`src/rtl/ips_defs.vh`:
```
`ifndef IPS_DEFS_VH
`define IPS_DEFS_VH
// register word indices; byte address is four times
`define IPS_ADR_CTRL     4'h0
`define IPS_ADR_SEL      4'h1
`define IPS_ADR_POL      4'h2
`define IPS_ADR_USER     4'h3
`define IPS_ADR_START    4'h4
`define IPS_ADR_COUNT    4'h5
`define IPS_ADR_STATUS   4'h6
`define IPS_ADR_IRQ_STAT 4'h7
`define IPS_ADR_IRQ_CLR  4'h8
`define IPS_ADR_IRQ_EN   4'h9
`define IPS_ADR_POS      4'ha
`define IPS_ADR_ERRCODE  4'hb
// field positions in ctrl
`define IPS_CTRL_SEL_EN  0
`define IPS_CTRL_TWO_EXP 1
// selector reset value and the fixed error code
`define IPS_SEL_RST      16'hffff
`define IPS_ERR_CODE     16'h1a6b
// selector codes
`define IPS_SEL_USER     4'h8
`define IPS_SEL_UNUSED   4'hf
// pulse timing: half period in clock cycles
`define IPS_HALF_PERIOD  16'h000a
`endif

```
`src/rtl/ips_chan.v`:
```
`timescale 1ns/10ps
`include "ips_defs.vh"
// one pulse channel: waits for trigger, then emits a signed pulse count
module ips_chan (
  input  wire        clk_i,
  input  wire        rst_i,
  input  wire        start_i,
  input  wire        abort_i,
  input  wire [15:0] count_i,
  input  wire        trig_i,
  output reg         pulse_o,
  output reg         dir_o,
  output reg         busy_o,
  output reg         done_o,
  output reg         step_o
);
  localparam ST_IDLE = 3'b001;
  localparam ST_WAIT = 3'b010;
  localparam ST_RUN  = 3'b100;

  reg [2:0]  state_reg;
  reg [15:0] left_reg;
  reg [15:0] tick_reg;

  // ***************************************
  // sequencer
  // ***************************************
  always @(posedge clk_i) begin
    if (rst_i) begin
      state_reg <= ST_IDLE;
      left_reg  <= 16'h0000;
      tick_reg  <= 16'h0000;
      pulse_o   <= 1'b0;
      dir_o     <= 1'b0;
      busy_o    <= 1'b0;
      done_o    <= 1'b0;
      step_o    <= 1'b0;
    end else begin
      done_o <= 1'b0;
      step_o <= 1'b0;
      case (state_reg)
        ST_IDLE: begin
          if (start_i && count_i != 16'h0000) begin
            dir_o    <= ~count_i[15];
            left_reg <= count_i[15] ? (16'h0000 - count_i) : count_i;
            busy_o   <= 1'b1;
            state_reg <= ST_WAIT;
          end
        end
        ST_WAIT: begin
          if (abort_i) begin
            busy_o    <= 1'b0;
            state_reg <= ST_IDLE;
          end else if (trig_i) begin
            tick_reg  <= 16'h0000;
            state_reg <= ST_RUN;
          end
        end
        ST_RUN: begin
          if (tick_reg == `IPS_HALF_PERIOD - 16'h0001) begin
            tick_reg <= 16'h0000;
            pulse_o  <= ~pulse_o;
            if (pulse_o) begin
              left_reg <= left_reg - 16'h0001;
              step_o   <= 1'b1;
              if (left_reg == 16'h0001) begin
                done_o    <= 1'b1;
                busy_o    <= 1'b0;
                state_reg <= ST_IDLE;
              end
            end
          end else begin
            tick_reg <= tick_reg + 16'h0001;
          end
          // abort stops without completion, only while the pulse is low
          if (abort_i && !pulse_o) begin
            // the toggle above may raise the pulse in this very cycle:
            // force it low so an abort never leaves a pin stuck high
            pulse_o   <= 1'b0;
            busy_o    <= 1'b0;
            state_reg <= ST_IDLE;
          end
        end
        default: state_reg <= ST_IDLE;
      endcase
    end
  end
endmodule

```
`src/rtl/ips_top.v`:
```
// Chosen here: the Wishbone slave port and the address map.
`timescale 1ns/10ps
`include "ips_defs.vh"
// How it works
// - channel n drives direction output n
// - positive count: direction on, position increments
// - negative count: direction off, position decrements
// - selection off: channel n uses input n
// - selection on: channel digit picks source
// - digit 0 to 7 picks that input
// - digit 8 picks channel user command
// - digits 9 to e: error, no pulses
// - fourth channel needs two expansion modules
// - after trigger emit exact count, stop
// - count done sets execution complete flag
// - polarity bit inverts inputs, not user command
module ips_top #(
  parameter NCH = 4
) (
  input  wire        clk_i,
  input  wire        rst_i,
  input  wire        cyc_i,
  input  wire        stb_i,
  input  wire        we_i,
  input  wire [5:0]  adr_i,
  input  wire [3:0]  sel_i,
  input  wire [31:0] dat_i,
  output reg  [31:0] dat_o,
  output reg         ack_o,
  input  wire [7:0]  ext_input_i,
  output wire [3:0]  pulse_out_o,
  output wire [3:0]  dir_out_o,
  output wire        irq_o
);

  // ***************************************
  // registers
  // ***************************************
  // register map, one 32-bit word per index, byte address is four times it:
  //   0  control: bit 0 source selection on, bit 1 fourth channel fitted
  //   1  source selector, one 4-bit digit per channel, channel 0 lowest
  //   2  trigger polarity invert, one bit per channel
  //   3  software trigger command, one bit per channel
  //   4  start (bits 3:0) and abort (bits 11:8), write only
  //   5  signed pulse count; bits 17:16 pick the channel on write and read
  //   6  status: busy 3:0, error 7:4, execution complete 8
  //   7  event status: bit 0 run complete, bit 1 start refused
  //   8  event clear, write one to clear; bits 7:4 clear the error bits
  //   9  event enable, same layout as event status
  //   a  position of the channel picked by bits 1:0, read only
  //   b  error code, read only
  // every other index reads zero and ignores writes; writes to read-only
  // words are acked and dropped
  // reset leaves every selector digit at f, so all channels start parked

  // software visible registers
  reg  [1:0]  ctrl_reg;
  reg  [15:0] sel_reg;
  reg  [3:0]  pol_reg;
  reg  [3:0]  user_reg;
  reg  [15:0] count_reg [0:3];
  // event and error bookkeeping
  reg  [3:0]  err_reg;
  reg  [1:0]  irq_stat_reg;
  reg  [1:0]  irq_en_reg;
  reg         exec_complete_flag_reg;
  // pin synchroniser, first and second stage
  reg  [7:0]  ext_meta_reg;
  reg  [7:0]  ext_sync_reg;

  // per channel handshakes from the sequencers
  wire [3:0]  busy_w;
  wire [3:0]  done_w;
  wire [3:0]  step_w;
  wire [3:0]  dir_w;
  wire [3:0]  trig_w;
  wire [3:0]  start_w;
  wire [3:0]  err_set_w;
  wire [3:0]  ch_ok_w;
  wire        wr_w;
  wire        rd_w;
  wire [3:0]  reg_idx_w;
  wire        start_wr_w;
  wire [127:0] pos_flat_w;
  wire        status_done_w;

  // a write lands on the edge at which the master sees ack high, never
  // earlier, so a master that gives up before the answer changes nothing
  assign wr_w       = cyc_i && stb_i && we_i && ack_o;
  // read data are fetched one edge early so they stand while ack is high
  assign rd_w       = cyc_i && stb_i && !we_i && !ack_o;
  assign reg_idx_w  = adr_i[5:2];
  assign start_wr_w = wr_w && reg_idx_w == `IPS_ADR_START && sel_i[0];

  // external inputs come from pins: two-flop synchroniser
  // only the second stage is read; the cost is two cycles of trigger
  // latency, on top of the one the sequencer needs to leave its wait state,
  // which is far below the pulse period and so harmless for positioning
  always @(posedge clk_i) begin
    if (rst_i) begin
      ext_meta_reg <= 8'h00;
      ext_sync_reg <= 8'h00;
    end else begin
      ext_meta_reg <= ext_input_i;
      ext_sync_reg <= ext_meta_reg;
    end
  end

  // ***************************************
  // per channel source select and sequencer
  // ***************************************
  genvar g;
  generate
    for (g = 0; g < NCH; g = g + 1) begin : g_ch
      // selector digit meaning while selection is on:
      //   0..7  external input of that number, polarity applied
      //   8     software command bit of this channel, polarity ignored
      //   9..e  refused at start, error flagged, no pulses
      //   f     channel unused; software keeps it parked here
      // digit g of the selector
      wire [3:0] digit_w = sel_reg[4*g+3:4*g];
      wire       raw_w;
      wire       src_w;
      wire       bad_w;
      assign raw_w = ctrl_reg[`IPS_CTRL_SEL_EN] ? ext_sync_reg[digit_w[2:0]]
                                                 : ext_sync_reg[g];
      assign src_w = (ctrl_reg[`IPS_CTRL_SEL_EN] && digit_w == `IPS_SEL_USER)
                     ? user_reg[g] : (raw_w ^ pol_reg[g]);
      assign bad_w = ctrl_reg[`IPS_CTRL_SEL_EN] && digit_w > `IPS_SEL_USER &&
                     digit_w < `IPS_SEL_UNUSED;
      // fourth channel gated by module count
      // without the second expansion module a start of channel 3 is refused
      if (g == 3) begin : g_ok3
        assign ch_ok_w[g] = ctrl_reg[`IPS_CTRL_TWO_EXP];
      end else begin : g_ok
        assign ch_ok_w[g] = 1'b1;
      end
      // trigger is a level, sampled by the sequencer while it waits
      assign trig_w[g]    = src_w;
      assign err_set_w[g] = start_wr_w && dat_i[g] && (bad_w || !ch_ok_w[g]);
      // a busy channel ignores a second start until it finishes or aborts
      assign start_w[g]   = start_wr_w && dat_i[g] && !bad_w && ch_ok_w[g] &&
                            !busy_w[g];

      // abort bits sit in the second byte lane of the start word, so one
      // write can stop some channels and start others
      ips_chan u_chan (
        .clk_i   (clk_i),
        .rst_i   (rst_i),
        .start_i (start_w[g]),
        .abort_i (wr_w && reg_idx_w == `IPS_ADR_START && sel_i[1] && dat_i[8+g]),
        .count_i (count_reg[g]),
        .trig_i  (trig_w[g]),
        .pulse_o (pulse_out_o[g]),
        .dir_o   (dir_w[g]),
        .busy_o  (busy_w[g]),
        .done_o  (done_w[g]),
        .step_o  (step_w[g])
      );

      assign dir_out_o[g] = dir_w[g];

      // position follows direction
      // each channel owns its counter, so no register has two writers;
      // the position is read only and only a finished pulse steps it
      reg [31:0] pos_reg;
      always @(posedge clk_i) begin
        if (rst_i) begin
          pos_reg <= 32'h0000_0000;
        end else if (step_w[g]) begin
          pos_reg <= dir_w[g] ? pos_reg + 32'h0000_0001
                              : pos_reg - 32'h0000_0001;
        end
      end
      assign pos_flat_w[32*g+31:32*g] = pos_reg;
    end
  endgenerate

  // ***************************************
  // register writes and events
  // ***************************************
  // count words reset to zero, which a start refuses to run
  integer i;
  always @(posedge clk_i) begin
    if (rst_i) begin
      ctrl_reg     <= 2'b00;
      sel_reg      <= `IPS_SEL_RST;
      pol_reg      <= 4'h0;
      user_reg     <= 4'h0;
      err_reg      <= 4'h0;
      irq_stat_reg <= 2'b00;
      irq_en_reg   <= 2'b00;
      for (i = 0; i < 4; i = i + 1) begin
        count_reg[i] <= 16'h0000;
      end
    end else begin
      // byte lanes are honoured for the wide registers; a count word goes
      // to the channel named in bits 17:16 of the same write
      if (wr_w) begin
        case (reg_idx_w)
          `IPS_ADR_CTRL: if (sel_i[0]) ctrl_reg <= dat_i[1:0];
          `IPS_ADR_SEL: begin
            if (sel_i[0]) sel_reg[7:0] <= dat_i[7:0];
            if (sel_i[1]) sel_reg[15:8] <= dat_i[15:8];
          end
          `IPS_ADR_POL: if (sel_i[0]) pol_reg <= dat_i[3:0];
          `IPS_ADR_USER: if (sel_i[0]) user_reg <= dat_i[3:0];
          `IPS_ADR_COUNT: begin
            if (sel_i[0]) count_reg[dat_i[17:16]][7:0] <= dat_i[7:0];
            if (sel_i[1]) count_reg[dat_i[17:16]][15:8] <= dat_i[15:8];
          end
          default: ;
        endcase
      end
      // clear first, then sets win in the same cycle
      if (wr_w && reg_idx_w == `IPS_ADR_IRQ_CLR && sel_i[0]) begin
        irq_stat_reg <= irq_stat_reg & ~dat_i[1:0];
        err_reg      <= err_reg & ~dat_i[7:4];
      end
      if (wr_w && reg_idx_w == `IPS_ADR_IRQ_EN && sel_i[0]) begin
        irq_en_reg <= dat_i[1:0];
      end
      // completion event, sticky until cleared; set beats a clear
      if (|done_w) begin
        irq_stat_reg[0] <= 1'b1;
      end
      // a refused start leaves the channel idle; the error bit says which
      // error flagged, channel not started
      if (|err_set_w) begin
        irq_stat_reg[1] <= 1'b1;
        err_reg <= ((wr_w && reg_idx_w == `IPS_ADR_IRQ_CLR && sel_i[0])
                    ? (err_reg & ~dat_i[7:4]) : err_reg) | err_set_w;
      end
    end
  end

  // level interrupt: high while an enabled event bit is set; masking an
  // event hides it from the pin but does not clear it
  assign irq_o = |(irq_stat_reg & irq_en_reg);

  // ***************************************
  // execution complete flag
  // ***************************************
  // a start write clears it and a finished run sets it; when both fall in
  // one cycle the finish wins, so a completion is never lost
  always @(posedge clk_i) begin
    if (rst_i) begin
      exec_complete_flag_reg <= 1'b0;
    end else if (|done_w) begin
      exec_complete_flag_reg <= 1'b1;
    end else if (start_wr_w) begin
      exec_complete_flag_reg <= 1'b0;
    end
  end

  // busy falls on the same edge that raises done, so the status word
  // folds done in and never shows a channel idle but not yet complete
  assign status_done_w = exec_complete_flag_reg | (|done_w);

  // ***************************************
  // wishbone read and ack, answered one cycle after the request
  // ***************************************
  always @(posedge clk_i) begin
    if (rst_i) begin
      ack_o <= 1'b0;
      dat_o <= 32'h0000_0000;
    end else begin
      // ack answers one cycle after the request and stands for one cycle;
      // a master that holds its request after ack gets a fresh cycle
      ack_o <= cyc_i && stb_i && !ack_o;
      // read data are loaded with the rising ack and hold until next read
      if (rd_w) begin
        case (reg_idx_w)
          `IPS_ADR_CTRL:     dat_o <= {30'h0, ctrl_reg};
          `IPS_ADR_SEL:      dat_o <= {16'h0, sel_reg};
          `IPS_ADR_POL:      dat_o <= {28'h0, pol_reg};
          `IPS_ADR_USER:     dat_o <= {28'h0, user_reg};
          `IPS_ADR_STATUS:   dat_o <= {23'h0, status_done_w, err_reg, busy_w};
          `IPS_ADR_IRQ_STAT: dat_o <= {30'h0, irq_stat_reg};
          `IPS_ADR_IRQ_EN:   dat_o <= {30'h0, irq_en_reg};
          `IPS_ADR_POS: begin
            // the channel to read rides on the low write data lines
            case (dat_i[1:0])
              2'b00:   dat_o <= pos_flat_w[31:0];
              2'b01:   dat_o <= pos_flat_w[63:32];
              2'b10:   dat_o <= pos_flat_w[95:64];
              default: dat_o <= pos_flat_w[127:96];
            endcase
          end
          `IPS_ADR_ERRCODE:  dat_o <= {16'h0, `IPS_ERR_CODE};
          `IPS_ADR_COUNT:    dat_o <= {16'h0, count_reg[dat_i[17:16]]};
          default:           dat_o <= 32'h0000_0000;
        endcase
      end
    end
  end
endmodule

```
`config.mk`:
```
export PLATFORM = sky130hd
export DESIGN_NAME = ips_top
export DESIGN_NICKNAME = d
export VERILOG_FILES = /design/src/rtl/ips_chan.v /design/src/rtl/ips_top.v
export VERILOG_INCLUDE_DIRS = /design/src /design/src/rtl
export SDC_FILE = /design/constraint.sdc
export NUM_CORES = 1
export LEC_CHECK = 0
export BUFFER_PORTS_ARGS = -buffer_cell sky130_fd_sc_hd__buf_2
export CAP_MARGIN = 20
export CORE_MARGIN = 1
export CORE_UTILIZATION = 60
export DETAILED_ROUTE_END_ITERATION = 12
export PLACE_DENSITY = 0.87
export SYNTH_ARGS = -nofsm -noshare
export SYNTH_HDL_FRONTEND = slang
export SYNTH_SLANG_ARGS = --single-unit
```
`constraint.sdc`:
```
create_clock -name clk_i -period 4.58 [get_ports clk_i]
set_input_delay 0.458 -clock clk_i [delete_from_list [all_inputs] [get_ports clk_i]]
set_output_delay 0.458 -clock clk_i [all_outputs]
set_load 0.01 [all_outputs]
```
======== Yosys cells after proc, flatten, opt, wreduce, memory -nomap -nowiden ========
Memory sizes are Yosys's and may differ from the RTL's.
Index checks and enable logic that the tools add are counted.
cells by class
  add/sub/neg operators ................... 20
  order comparisons ....................... 12
  equality and inequality tests ........... 77
  muxes and demuxes ....................... 156
  bitwise gates (word level) .............. 27
  reductions and logical operators ........ 136
operator list
  cell                                                                  number
  16-bit 2-to-1 mux                                                     29
  32-bit one-hot mux with 10 select lines                               1
  16-bit one-hot mux with 2 select lines                                8
  32-bit by 1-bit adder with 32-bit output, second input constant       4
  32-bit 2-to-1 mux                                                     4
  32-bit by 1-bit subtractor with 32-bit output, second input constant  4
  32-bit one-hot mux with 3 select lines                                1
  3-bit 2-to-1 mux                                                      28
  1-bit 2-to-1 mux                                                      68
  16-bit by 1-bit adder with 16-bit output, second input constant       4
  16-bit by 1-bit == test with 1-bit output, second input constant      4
  16-bit by 4-bit == test with 1-bit output, second input constant      4
  16-bit nonzero test                                                   4
  1-bit by 16-bit subtractor with 16-bit output, first input constant   4
  16-bit by 1-bit subtractor with 16-bit output, second input constant  4
  1-bit logical AND                                                     54
  3-bit by 1-bit != test with 1-bit output, second input constant       12
  3-bit one-hot mux with 3 select lines                                 4
  4-bit == test, second input constant                                  8
  2-bit by 1-bit != test with 1-bit output, second input constant       16
  2-bit nonzero test                                                    15
  3-bit AND reduction                                                   9
  6-bit AND reduction                                                   4
  4-bit OR reduction                                                    6
  36 further kinds                                                      129
storage, ports and cells
  flip-flop bits (word level) ............. 372
  bits in writable memories ............... 64
  input port bits ......................... 55
  memories ................................ 1
memory list
  memory     words  width  read ports  clocked after memory_dff  write ports  line          source
  count_reg  4      16     5           0                         4            ips_top.v:61  reg [15:0] count_reg [0:3];

======== Logic depth before layout (Yosys ltp) ========
Gate-level depths: netlist of the first run.
  word-level depth ........................ 12
  mapped depth ............................ 13
  gate-level depth less buffers ........... 12

======== By module ========
From an unflattened synthesis of the first run, not the netlist that was laid out.
second synthesis, totals
  cell total of the unflattened synthesis .. 3322
  area, all modules ....................... 28775.1 µm²
modules (own cells, without submodules)
  module    instances  cells each  area each (µm²)  seq. area each (µm²)
  ips_top   1          2062        18530.3          6165.9
  ips_chan  4          315         2561.2           800.8

======== Least setup slack after synthesis of the first run ========
OpenSTA, ideal clock, no wires.
  path kind ............................... register to register
  start ................................... register g_ch[2].u_chan.dir_o
  end ..................................... register g_ch[2].pos_reg[30]
  library setup time ...................... 86 ps
  data arrival time ....................... 3435 ps
  required time ........................... 4494 ps
  setup slack ............................. 1060 ps
  cell stages (with the launch flop) ...... 13
  path buffers ............................ 0
  clock period less this slack ............ 3520 ps
  cell sequence ........................... dfxtp_1 -> inv_1 -> ha_1 -> a2111o_1 -> a31oi_1 -> o21bai_1 -> a211o_1 -> a211oi_2 -> nor3_1 -> a2111oi_2 -> o31ai_1 -> xnor2_1 -> a211oi_1
between the ends
  word-level cells in the longest chain between the ends .. 1
RTL lines
  element                   line           source
  start: declaration        ips_chan.v:12  output reg dir_o,
  start signal: assignment  ips_chan.v:44  dir_o <= ~count_i[15];
  32-bit 2-to-1 mux         ips_top.v:171  pos_reg <= dir_w[g] ? pos_reg + 32'h0000_0001
  end signal: assignment    ips_top.v:171
  end: declaration          ips_top.v:166  reg [31:0] pos_reg;
Every way passes these cells.
A chain may end at the register's enable or synchronous reset.

======== Worst setup path after layout of the first run ========
  start ................................... register g_ch[3].u_chan.dir_o
  end ..................................... register g_ch[3].pos_reg[26]
between the ends
  word-level cells in the longest chain between the ends .. 1
RTL lines
  element                   line
  start: declaration        ips_chan.v:12
  start signal: assignment  ips_chan.v:44
  32-bit 2-to-1 mux         ips_top.v:171
  end signal: assignment    ips_top.v:171
  end: declaration          ips_top.v:166
Every way passes these cells.

==> qor.yml, run 1 <==
outcome: "completed"
leakagePower_uw: 0.0117
cts_setup_buffers: 0
synthesis.nets: 3442
die_h_um: 216
ys_ff_latch: 436
fill_cells: 3517
maxSlewHeadroom: 0.255
layout.nets: 3422
rsz0062_at_grt: "false"
route.detailed.drc: 0
ioPinCount: 97
yosysWarnings: 0
whs_ns: 0.0534
dp_hpwl_um: 52100
die-area_um2: 46500
slew_violations: 0
grt_pass1_wl_um: 117000
power_frac_clock: 0.449
die_x_um: 216
yosys-top-cells-area: "dfxtp_1, edfxtp_1, ha_1"
syn_area_um2: 27400
period_needed_ns: 4.04
antenna_cells: 0
final_util: 0.664
intPower_uw: 6550
setup_tns_ns: 0
r2r_slack_ns: 0.54
yosysTopAreaCell: "dfxtp_1"
antenna_found_initial: 1
cts_sinks: 436
tightest_slew_ns: 1.12
power.share.combinational: 0.098
critPathCaptureType: "flop"
cts_resized: 0
hold_violations: 0
clock.fmax_ghz: 0.247
cts.clk_slew.worst_paths_ns: 0.06
yosysTopAreaCellShare: 0.272
area_growth_pct: 8.23
numPortBuffers: 78
synth_top_flop_cell: "dfxtp_1"
dr.pass1.iters: 6
cts-root-buf: "clkbuf_16"
cts_buffer_depth: 3
crit_fanout: 5
synth_cells: 3243
pwr-share-seq: 0.454
row_count: 77
vias_per_cell: 6.41
wl_um: 73500
multi_input_area_um2: 16900
arrival_ns: 4.53
final-seq-area_um2: 9370
cts_made_buffers: 48
routedWlPerCell_um: 19.1
h-tree-depth: 2
seq_area_frac_synth: 0.342
grt_max_degree: 192
maxCapViolCount: 0
async_flop_share: 0
synth_cell_type_count: 87
place_congestion: 0.981
num_vias: 24700
cts_tree: "done"
switching_share: 0.260
peakVddDrop_mv: 0.242
finClkSkew_ns: 0.0363
grt_overflow: 0
synth_edf_count: 64
core-area_um2: 44600
power.total_uw: 8850
clkLatencyLatePin_ns: 0.62
power_switching_uw: 2300
critPathLaunchType: "flop"
avgSynthCellArea_um2: 8.44
ant_nets: 0
grt_use_total: 0.310
first_global_vias: 22400
drive_above_1_share: 0.0868
cp.required_ns: 5.07
start_util: 0.613
drt_iter0_drc: 2775
post-route-period-util: 0.882
cts_hold_buffers: 0
largest_register_ffs: 128
setup_viol: 0
hold_path_class: "input port to flop"
crit_type: "flop to flop"
power-per-cell-area_nw_per_um2: 299
## critical path: stages, from the launching register on
cell	delay [ns]
dfxtp_1	0.43
inv_1	0.16
ha_1	0.36
a2111oi_0	0.65
o21ai_0	0.23
a21oi_1	0.34
nor4_1	0.15
o211ai_1	0.37
a21oi_1	0.12
o21ai_0	0.53
a2111oi_0	0.23
a311o_1	0.35
## cells in the mapped netlist, drive strengths merged (16+ instances only)
master and instances:
o211ai 16, o21a 16, nor4 32, and3 40
inv 96, a21o 48, nand2b 40, nand2 266
o22ai 22, nand4 30, xor2 80, mux4 54
nor4b 17, nor2 458, buf 44, nor2b 34
ha 140, o21bai 19, nand3 106, nor3b 27
clkbuf 128, o21ai 178, dfxtp 372, xnor2 129
a21oi 251, mux2i 107, and2 20, a22oi 65
or3 18, edfxtp 64, or2 17, a31oi 20
a211oi 41, o31ai 31, nor3 65
## power groups by stage
stage | registers [uW] | clock network, uW | logic [uW]
floorplan | 4060 | 0 | 654
detailed placement | 4090 | 0 | 834
global route | 4020 | 4170 | 944
global placement | 4090 | 0 | 821
finish | 4020 | 3970 | 863
CTS | 4010 | 4010 | 842
## metal layers
layer / track usage / up-vias / share of wire
met4: 0.102 / 0 / 0.029
met1: 0.433 / 11700 / 0.43
met2: 0.478 / 1109 / 0.44
met5: 0 / - / 0
li1: - / 11800 / -
met3: 0.0637 / 135 / 0.10
## cell families after synthesis
| logic type | after synthesis | share of synthesized area |
|---|---|---|
| compound gates | 805 | 0.187 |
| xor+xnor | 209 | 0.0669 |
| fa+ha+maj | 144 | 0.0670 |
| buf+inv | 268 | 0.0391 |
| flops | 436 | 0.342 |
| mux | 165 | 0.0852 |
| simple gates | 1216 | 0.212 |
## final timing paths
| check | startpoint | to | cells past startpoint |
|---|---|---|---|
| worst min-delay path | ext_input_i[4] | ext_meta_reg[4]$_SDFF_PP0_ | 2 |
| worst max-delay path | g_ch[3].u_chan.dir_o$_SDFFE_PP0P_ | g_ch[3].pos_reg[26]$_SDFFE_PP0P_ | 11 |
| worst min register to register | ext_meta_reg[5]$_SDFF_PP0_ | ext_sync_reg[5]$_SDFF_PP0_ | 1 |
| worst max register to register | g_ch[3].u_chan.dir_o$_SDFFE_PP0P_ | g_ch[3].pos_reg[26]$_SDFFE_PP0P_ | 11 |
## metrics by stage
stage	instance area [um2]	setup slack [ns]	std cells
2_1_floorplan	27400	1.06	3243
3_5_place_dp	28000	0.785	3763
6_report	29600	0.539	3852
5_1_grt	29600	0.362	3852
3_3_place_gp	28000	0.951	3763
4_1_cts	29600	0.695	3850
## cell type report
cell class                      instances  share of cell area
Inverter                               96              0.0122
Clock inverter                         23             0.00913
Timing Repair Buffer                  102              0.0208
Clock buffer                           64              0.0446
Tap cell                              592              0.0250
Multi-Input combinational cell       2539               0.572
Sequential cell                       436               0.316
## placed cells by master, fill, tap and decap left out, types with 40 or more instances in the layout
cell	count
xnor2_1	129
mux4_2	54
clkbuf_16	48
and3_1	40
mux2i_1	107
inv_1	96
nor2_1	458
ha_1	140
a211oi_1	40
dfxtp_1	370
a22oi_1	65
nand2_1	266
edfxtp_1	64
o21ai_0	176
xor2_1	80
a21oi_1	248
buf_2	77
a21o_1	48
nor3_1	64
nand3_1	106
No activity file was read; power rests on OpenSTA's default activity.
==> run 2: changes to the inputs <==
Settings changed: CORE_ASPECT_RATIO from default to 1.5.
==> qor.yml, run 2 (same netlist as run 1, synthesis figures left out) <==
outcome: "completed"
numPortBuffers: 78
route.detailed.drc: 0
cts_resized: 0
place_congestion: 1.01
layout.nets: 3424
die-area_um2: 46500
crit_fanout: 16
cts.clk_slew.worst_paths_ns: 0.06
setup_tns_ns: 0
cp.required_ns: 5.06
row_count: 95
period_needed_ns: 4.02
routedWlPerCell_um: 20.4
wl_um: 78300
die_x_um: 176
cts_setup_buffers: 0
r2r_slack_ns: 0.56
vias_per_cell: 6.47
post-place-ws_ns: 0.689
dp_hpwl_um: 55200
hold_violations: 0
rsz0062_at_grt: "false"
start_util: 0.609
antenna_found_initial: 3
min-delay-start: "ext_input_i[1]"
grt_max_degree: 101
maxSlewHeadroom: 0.260
leakagePower_uw: 0.0117
slew_violations: 0
r2r_end: "g_ch[2].pos_reg[30]$_SDFFE_PP0P_"
cts_made_buffers: 46
drt_iter0_drc: 2455
cts_buffer_depth: 3
core-area_um2: 44900
ioPinCount: 97
final_cell_area_um2: 29600
arrival_ns: 4.51
crit_type: "flop to flop"
cts_tree: "done"
dr.pass1.iters: 6
grt_pass1_wl_um: 123000
ant_nets: 0
tightest_slew_ns: 1.10
drive_above_1_share: 0.0883
setup_viol: 0
grt_use_total: 0.334
first_global_vias: 24100
cts_sinks: 436
wl_met1_um: 27500
die_h_um: 264
r2r_cells: 12
worstReg2RegStart: "g_ch[2].u_chan.dir_o$_SDFFE_PP0P_"
num_vias: 24900
power-per-cell-area_nw_per_um2: 299
cts_hold_buffers: 0
area_growth_pct: 8.21
critPathCaptureType: "flop"
largest_register_ffs: 128
whs_endpoint: "ext_meta_reg[1]$_SDFF_PP0_"
hold_path_class: "input port to flop"
min_path_cells: 2
setup_ws_ns: 0.557
highest_layer: "met4"
most-common-layout-cells: "nor2_1, dfxtp_1, nand2_1"
maxCapViolCount: 0
finClkSkew_ns: 0.0261
grt_overflow: 0
post-route-period-util: 0.878
mostFrequentLayoutCell: "nor2_1"
cts-root-buf: "clkbuf_16"
critPathLaunchType: "flop"
peakVddDrop_mv: 0.285
place_area_um2: 28000
clock.fmax_ghz: 0.249
h-tree-depth: 2
dr_wl_met2_um: 37500
met3_length_um: 6060
clkLatencyLatePin_ns: 0.59
[run 2: report_power, final]
group	switching [uW]	internal [uW]	total [uW]
sequential	77.6	3930	4010
combinational	561	305	865
clock	1640	2330	3970
total	2280	6560	8840
[run 2: metrics by stage]
step            util  cells  total power (uW)  hold WS [ns]
6_report       0.659   3847              8840         0.100
2_1_floorplan      -   3243              4710         0.414
4_1_cts        0.659   3843              8850        0.0850
3_3_place_gp   0.623   3758              4910         0.416
3_5_place_dp   0.623   3758              4930         0.425
5_1_grt        0.659   3847              9090         0.124
[run 2: critical path, stage by stage (launching register included)]
cell	delay, ns
dfxtp_1	0.31
inv_1	0.43
ha_1	0.41
a2111o_1	0.39
a31oi_1	0.15
o21bai_1	0.15
a211o_1	0.39
a211oi_2	0.49
nor3_1	0.16
a2111oi_2	0.47
o31ai_1	0.17
xnor2_1	0.14
a211oi_1	0.29
[run 2: routing by layer]
| metal | vias to the layer above | GRT usage |
|---|---|---|
| li1 | 11700 | - |
| met1 | 11700 | 0.357 |
| met2 | 1108 | 0.569 |
| met3 | 388 | 0.0573 |
| met4 | 0 | 0.281 |
| met5 | - | 0 |
[run 2: layout make-up]
class / instances / area, um2
fillers: 3620 / 15300
well taps: 582 / 728
diodes: 3 / 7.51
multi-input cells: 2539 / 16900
clock inverters: 20 / 221
clock buffers: 65 / 1380
inverters: 96 / 360
flip-flops and latches: 436 / 9370
repair buffers: 106 / 611
[run 2: worst max-delay path by stage]
stage	from	slack [ns]	cells past startpoint	end
after detailed placement	g_ch[2].u_chan.dir_o$_SDFFE_PP0P_	0.69	12	g_ch[2].pos_reg[30]$_SDFFE_PP0P_
after global routing	g_ch[2].u_chan.dir_o$_SDFFE_PP0P_	0.33	12	g_ch[2].pos_reg[30]$_SDFFE_PP0P_
after CTS	g_ch[2].u_chan.dir_o$_SDFFE_PP0P_	0.63	12	g_ch[2].pos_reg[30]$_SDFFE_PP0P_
final	g_ch[2].u_chan.dir_o$_SDFFE_PP0P_	0.56	12	g_ch[2].pos_reg[30]$_SDFFE_PP0P_
after floorplan	g_ch[2].u_chan.dir_o$_SDFFE_PP0P_	1.06	12	g_ch[2].pos_reg[30]$_SDFFE_PP0P_
after global placement	g_ch[2].u_chan.dir_o$_SDFFE_PP0P_	0.77	12	g_ch[2].pos_reg[30]$_SDFFE_PP0P_
==> run 3: changes to the inputs <==
Settings changed: MAX_ROUTING_LAYER from default to met4.
==> qor.yml, run 3 (same netlist as run 1, synthesis figures left out) <==
crit_fanout: 16
intPower_uw: 6150
row_count: 95
die_x_um: 176
vias_per_cell: 6.47
outcome: "completed"
pwr-share-seq: 0.479
numPortBuffers: 78
fin_cells: 3839
slew_violations: 0
tightest_slew_ns: 1.12
min-delay-start: "ext_input_i[3]"
h-tree-depth: 2
power.share.combinational: 0.103
clkLatencyLatePin_ns: 0.58
grtUsageMet2: 0.564
maxSlewHeadroom: 0.252
rsz0062_at_grt: "false"
largest_register_ffs: 128
antenna_found_initial: 7
power-per-cell-area_nw_per_um2: 285
setup_viol: 0
leakagePower_uw: 0.0116
switching_share: 0.265
finClkSkew_ns: 0.0304
dr.pass1.iters: 6
power_frac_clock: 0.418
cts_made_buffers: 43
cts_tree: "done"
cts_resized: 0
r2r_end: "g_ch[2].pos_reg[30]$_SDFFE_PP0P_"
cts_sinks: 436
peakVddDrop_mv: 0.308
critPathLaunchType: "flop"
final_util: 0.654
dp.cells: 3756
worstReg2RegStart: "g_ch[2].u_chan.dir_o$_SDFFE_PP0P_"
most-common-layout-cells: "nor2_1, dfxtp_1, nand2_1"
drt_iter0_drc: 1962
grt_max_degree: 192
num_vias: 24800
layout.nets: 3420
grt_overflow: 0
r2r_cells: 12
grt_pass1_wl_um: 120000
critPathCaptureType: "flop"
setup_tns_ns: 0
r2r_slack_ns: 0.62
arrival_ns: 4.44
met1_usage: 0.355
cts_setup_buffers: 0
period_needed_ns: 3.96
ant_nets: 0
routedWlPerCell_um: 20.2
start_util: 0.609
hold_path_class: "input port to flop"
cts_buffer_depth: 3
globalRoute.busiestLayer: "met2"
core-area_um2: 44900
route.detailed.drc: 0
mostFrequentLayoutCell: "nor2_1"
whs_ns: 0.118
area_growth_pct: 7.38
min_path_cells: 2
cp.required_ns: 5.06
grt_use_total: 0.337
die_h_um: 264
cts-root-buf: "clkbuf_16"
ioPinCount: 97
wl_um: 77600
hold_violations: 0
drive_above_1_share: 0.0843
power_switching_uw: 2220
first_global_vias: 23400
use_met3: 0.0494
place_congestion: 1.00
clock.fmax_ghz: 0.253
die-area_um2: 46500
post-route-period-util: 0.864
whs_endpoint: "ext_meta_reg[3]$_SDFF_PP0_"
crit_type: "flop to flop"
dp_hpwl_um: 55100
cts_hold_buffers: 0
maxCapViolCount: 0
cts.clk_slew.worst_paths_ns: 0.06
-- run 3: changes by cell type in the layout (fill, tap and decap cells not counted), moves of 2 or more --
cell        delta
buf_4          -3
clkinv_2       -4
clkinvlp_2     +4
clkbuf_1       +2
clkbuf_16      -6
clkinvlp_4     -2
clkbuf_8       -5
clkinv_1       +2
diode_2        +2
bufinv_16      -2
-- run 3: cell type report --
| type | instances | area [um2] |
|---|---|---|
| diodes | 5 | 12.5 |
| clock buffers | 56 | 1160 |
| clock inverters | 20 | 174 |
| fillers | 3594 | 15600 |
| inverters | 96 | 360 |
| multi-input cells | 2539 | 16900 |
| flip-flops and latches | 436 | 9370 |
| well taps | 582 | 728 |
| repair buffers | 105 | 636 |
-- run 3: power groups by stage --
stage	Clock [uW]	Sequential [uW]	Combinational, uW
6_report	3500	4010	861
5_1_grt	3660	4010	946
4_1_cts	3520	4010	844
3_5_place_dp	0	4090	837
3_3_place_gp	0	4090	823
2_1_floorplan	0	4060	654
-- run 3: worst max path at each step --
stage,slack [ns],cells past startpoint,endpoint,start
6_report,0.62,12,g_ch[2].pos_reg[30]$_SDFFE_PP0P_,g_ch[2].u_chan.dir_o$_SDFFE_PP0P_
5_1_grt,0.39,12,g_ch[2].pos_reg[30]$_SDFFE_PP0P_,g_ch[2].u_chan.dir_o$_SDFFE_PP0P_
4_1_cts,0.67,12,g_ch[2].pos_reg[30]$_SDFFE_PP0P_,g_ch[2].u_chan.dir_o$_SDFFE_PP0P_
3_5_place_dp,0.66,12,g_ch[2].pos_reg[30]$_SDFFE_PP0P_,g_ch[2].u_chan.dir_o$_SDFFE_PP0P_
3_3_place_gp,0.78,12,g_ch[2].pos_reg[30]$_SDFFE_PP0P_,g_ch[2].u_chan.dir_o$_SDFFE_PP0P_
2_1_floorplan,1.06,12,g_ch[2].pos_reg[30]$_SDFFE_PP0P_,g_ch[2].u_chan.dir_o$_SDFFE_PP0P_
-- run 3: per-stage QoR --
step           setup slack (ns)  power (uW)  area, um2
3_3_place_gp              0.780        4910      28000
3_5_place_dp              0.663        4930      28000
4_1_cts                   0.672        8380      29300
5_1_grt                   0.387        8610      29400
6_report                  0.622        8370      29400
2_1_floorplan              1.06        4710      27400
-- run 3: metal layers --
layer / up-vias / wire [um]
met3: 356 / 5510
li1: 11700 / -
met1: 11700 / 27800
met5: - / 0
met2: 1046 / 37700
met4: 0 / 6610
-- run 3: critical path: stages, from the launching register on --
cell       delay, ns
dfxtp_1         0.31
inv_1           0.43
ha_1            0.41
a2111o_1        0.39
a31oi_1         0.16
o21bai_1        0.16
a211o_1         0.40
a211oi_2        0.48
nor3_1          0.16
a2111oi_2       0.48
o31ai_1         0.16
xnor2_1         0.15
a211oi_1        0.21
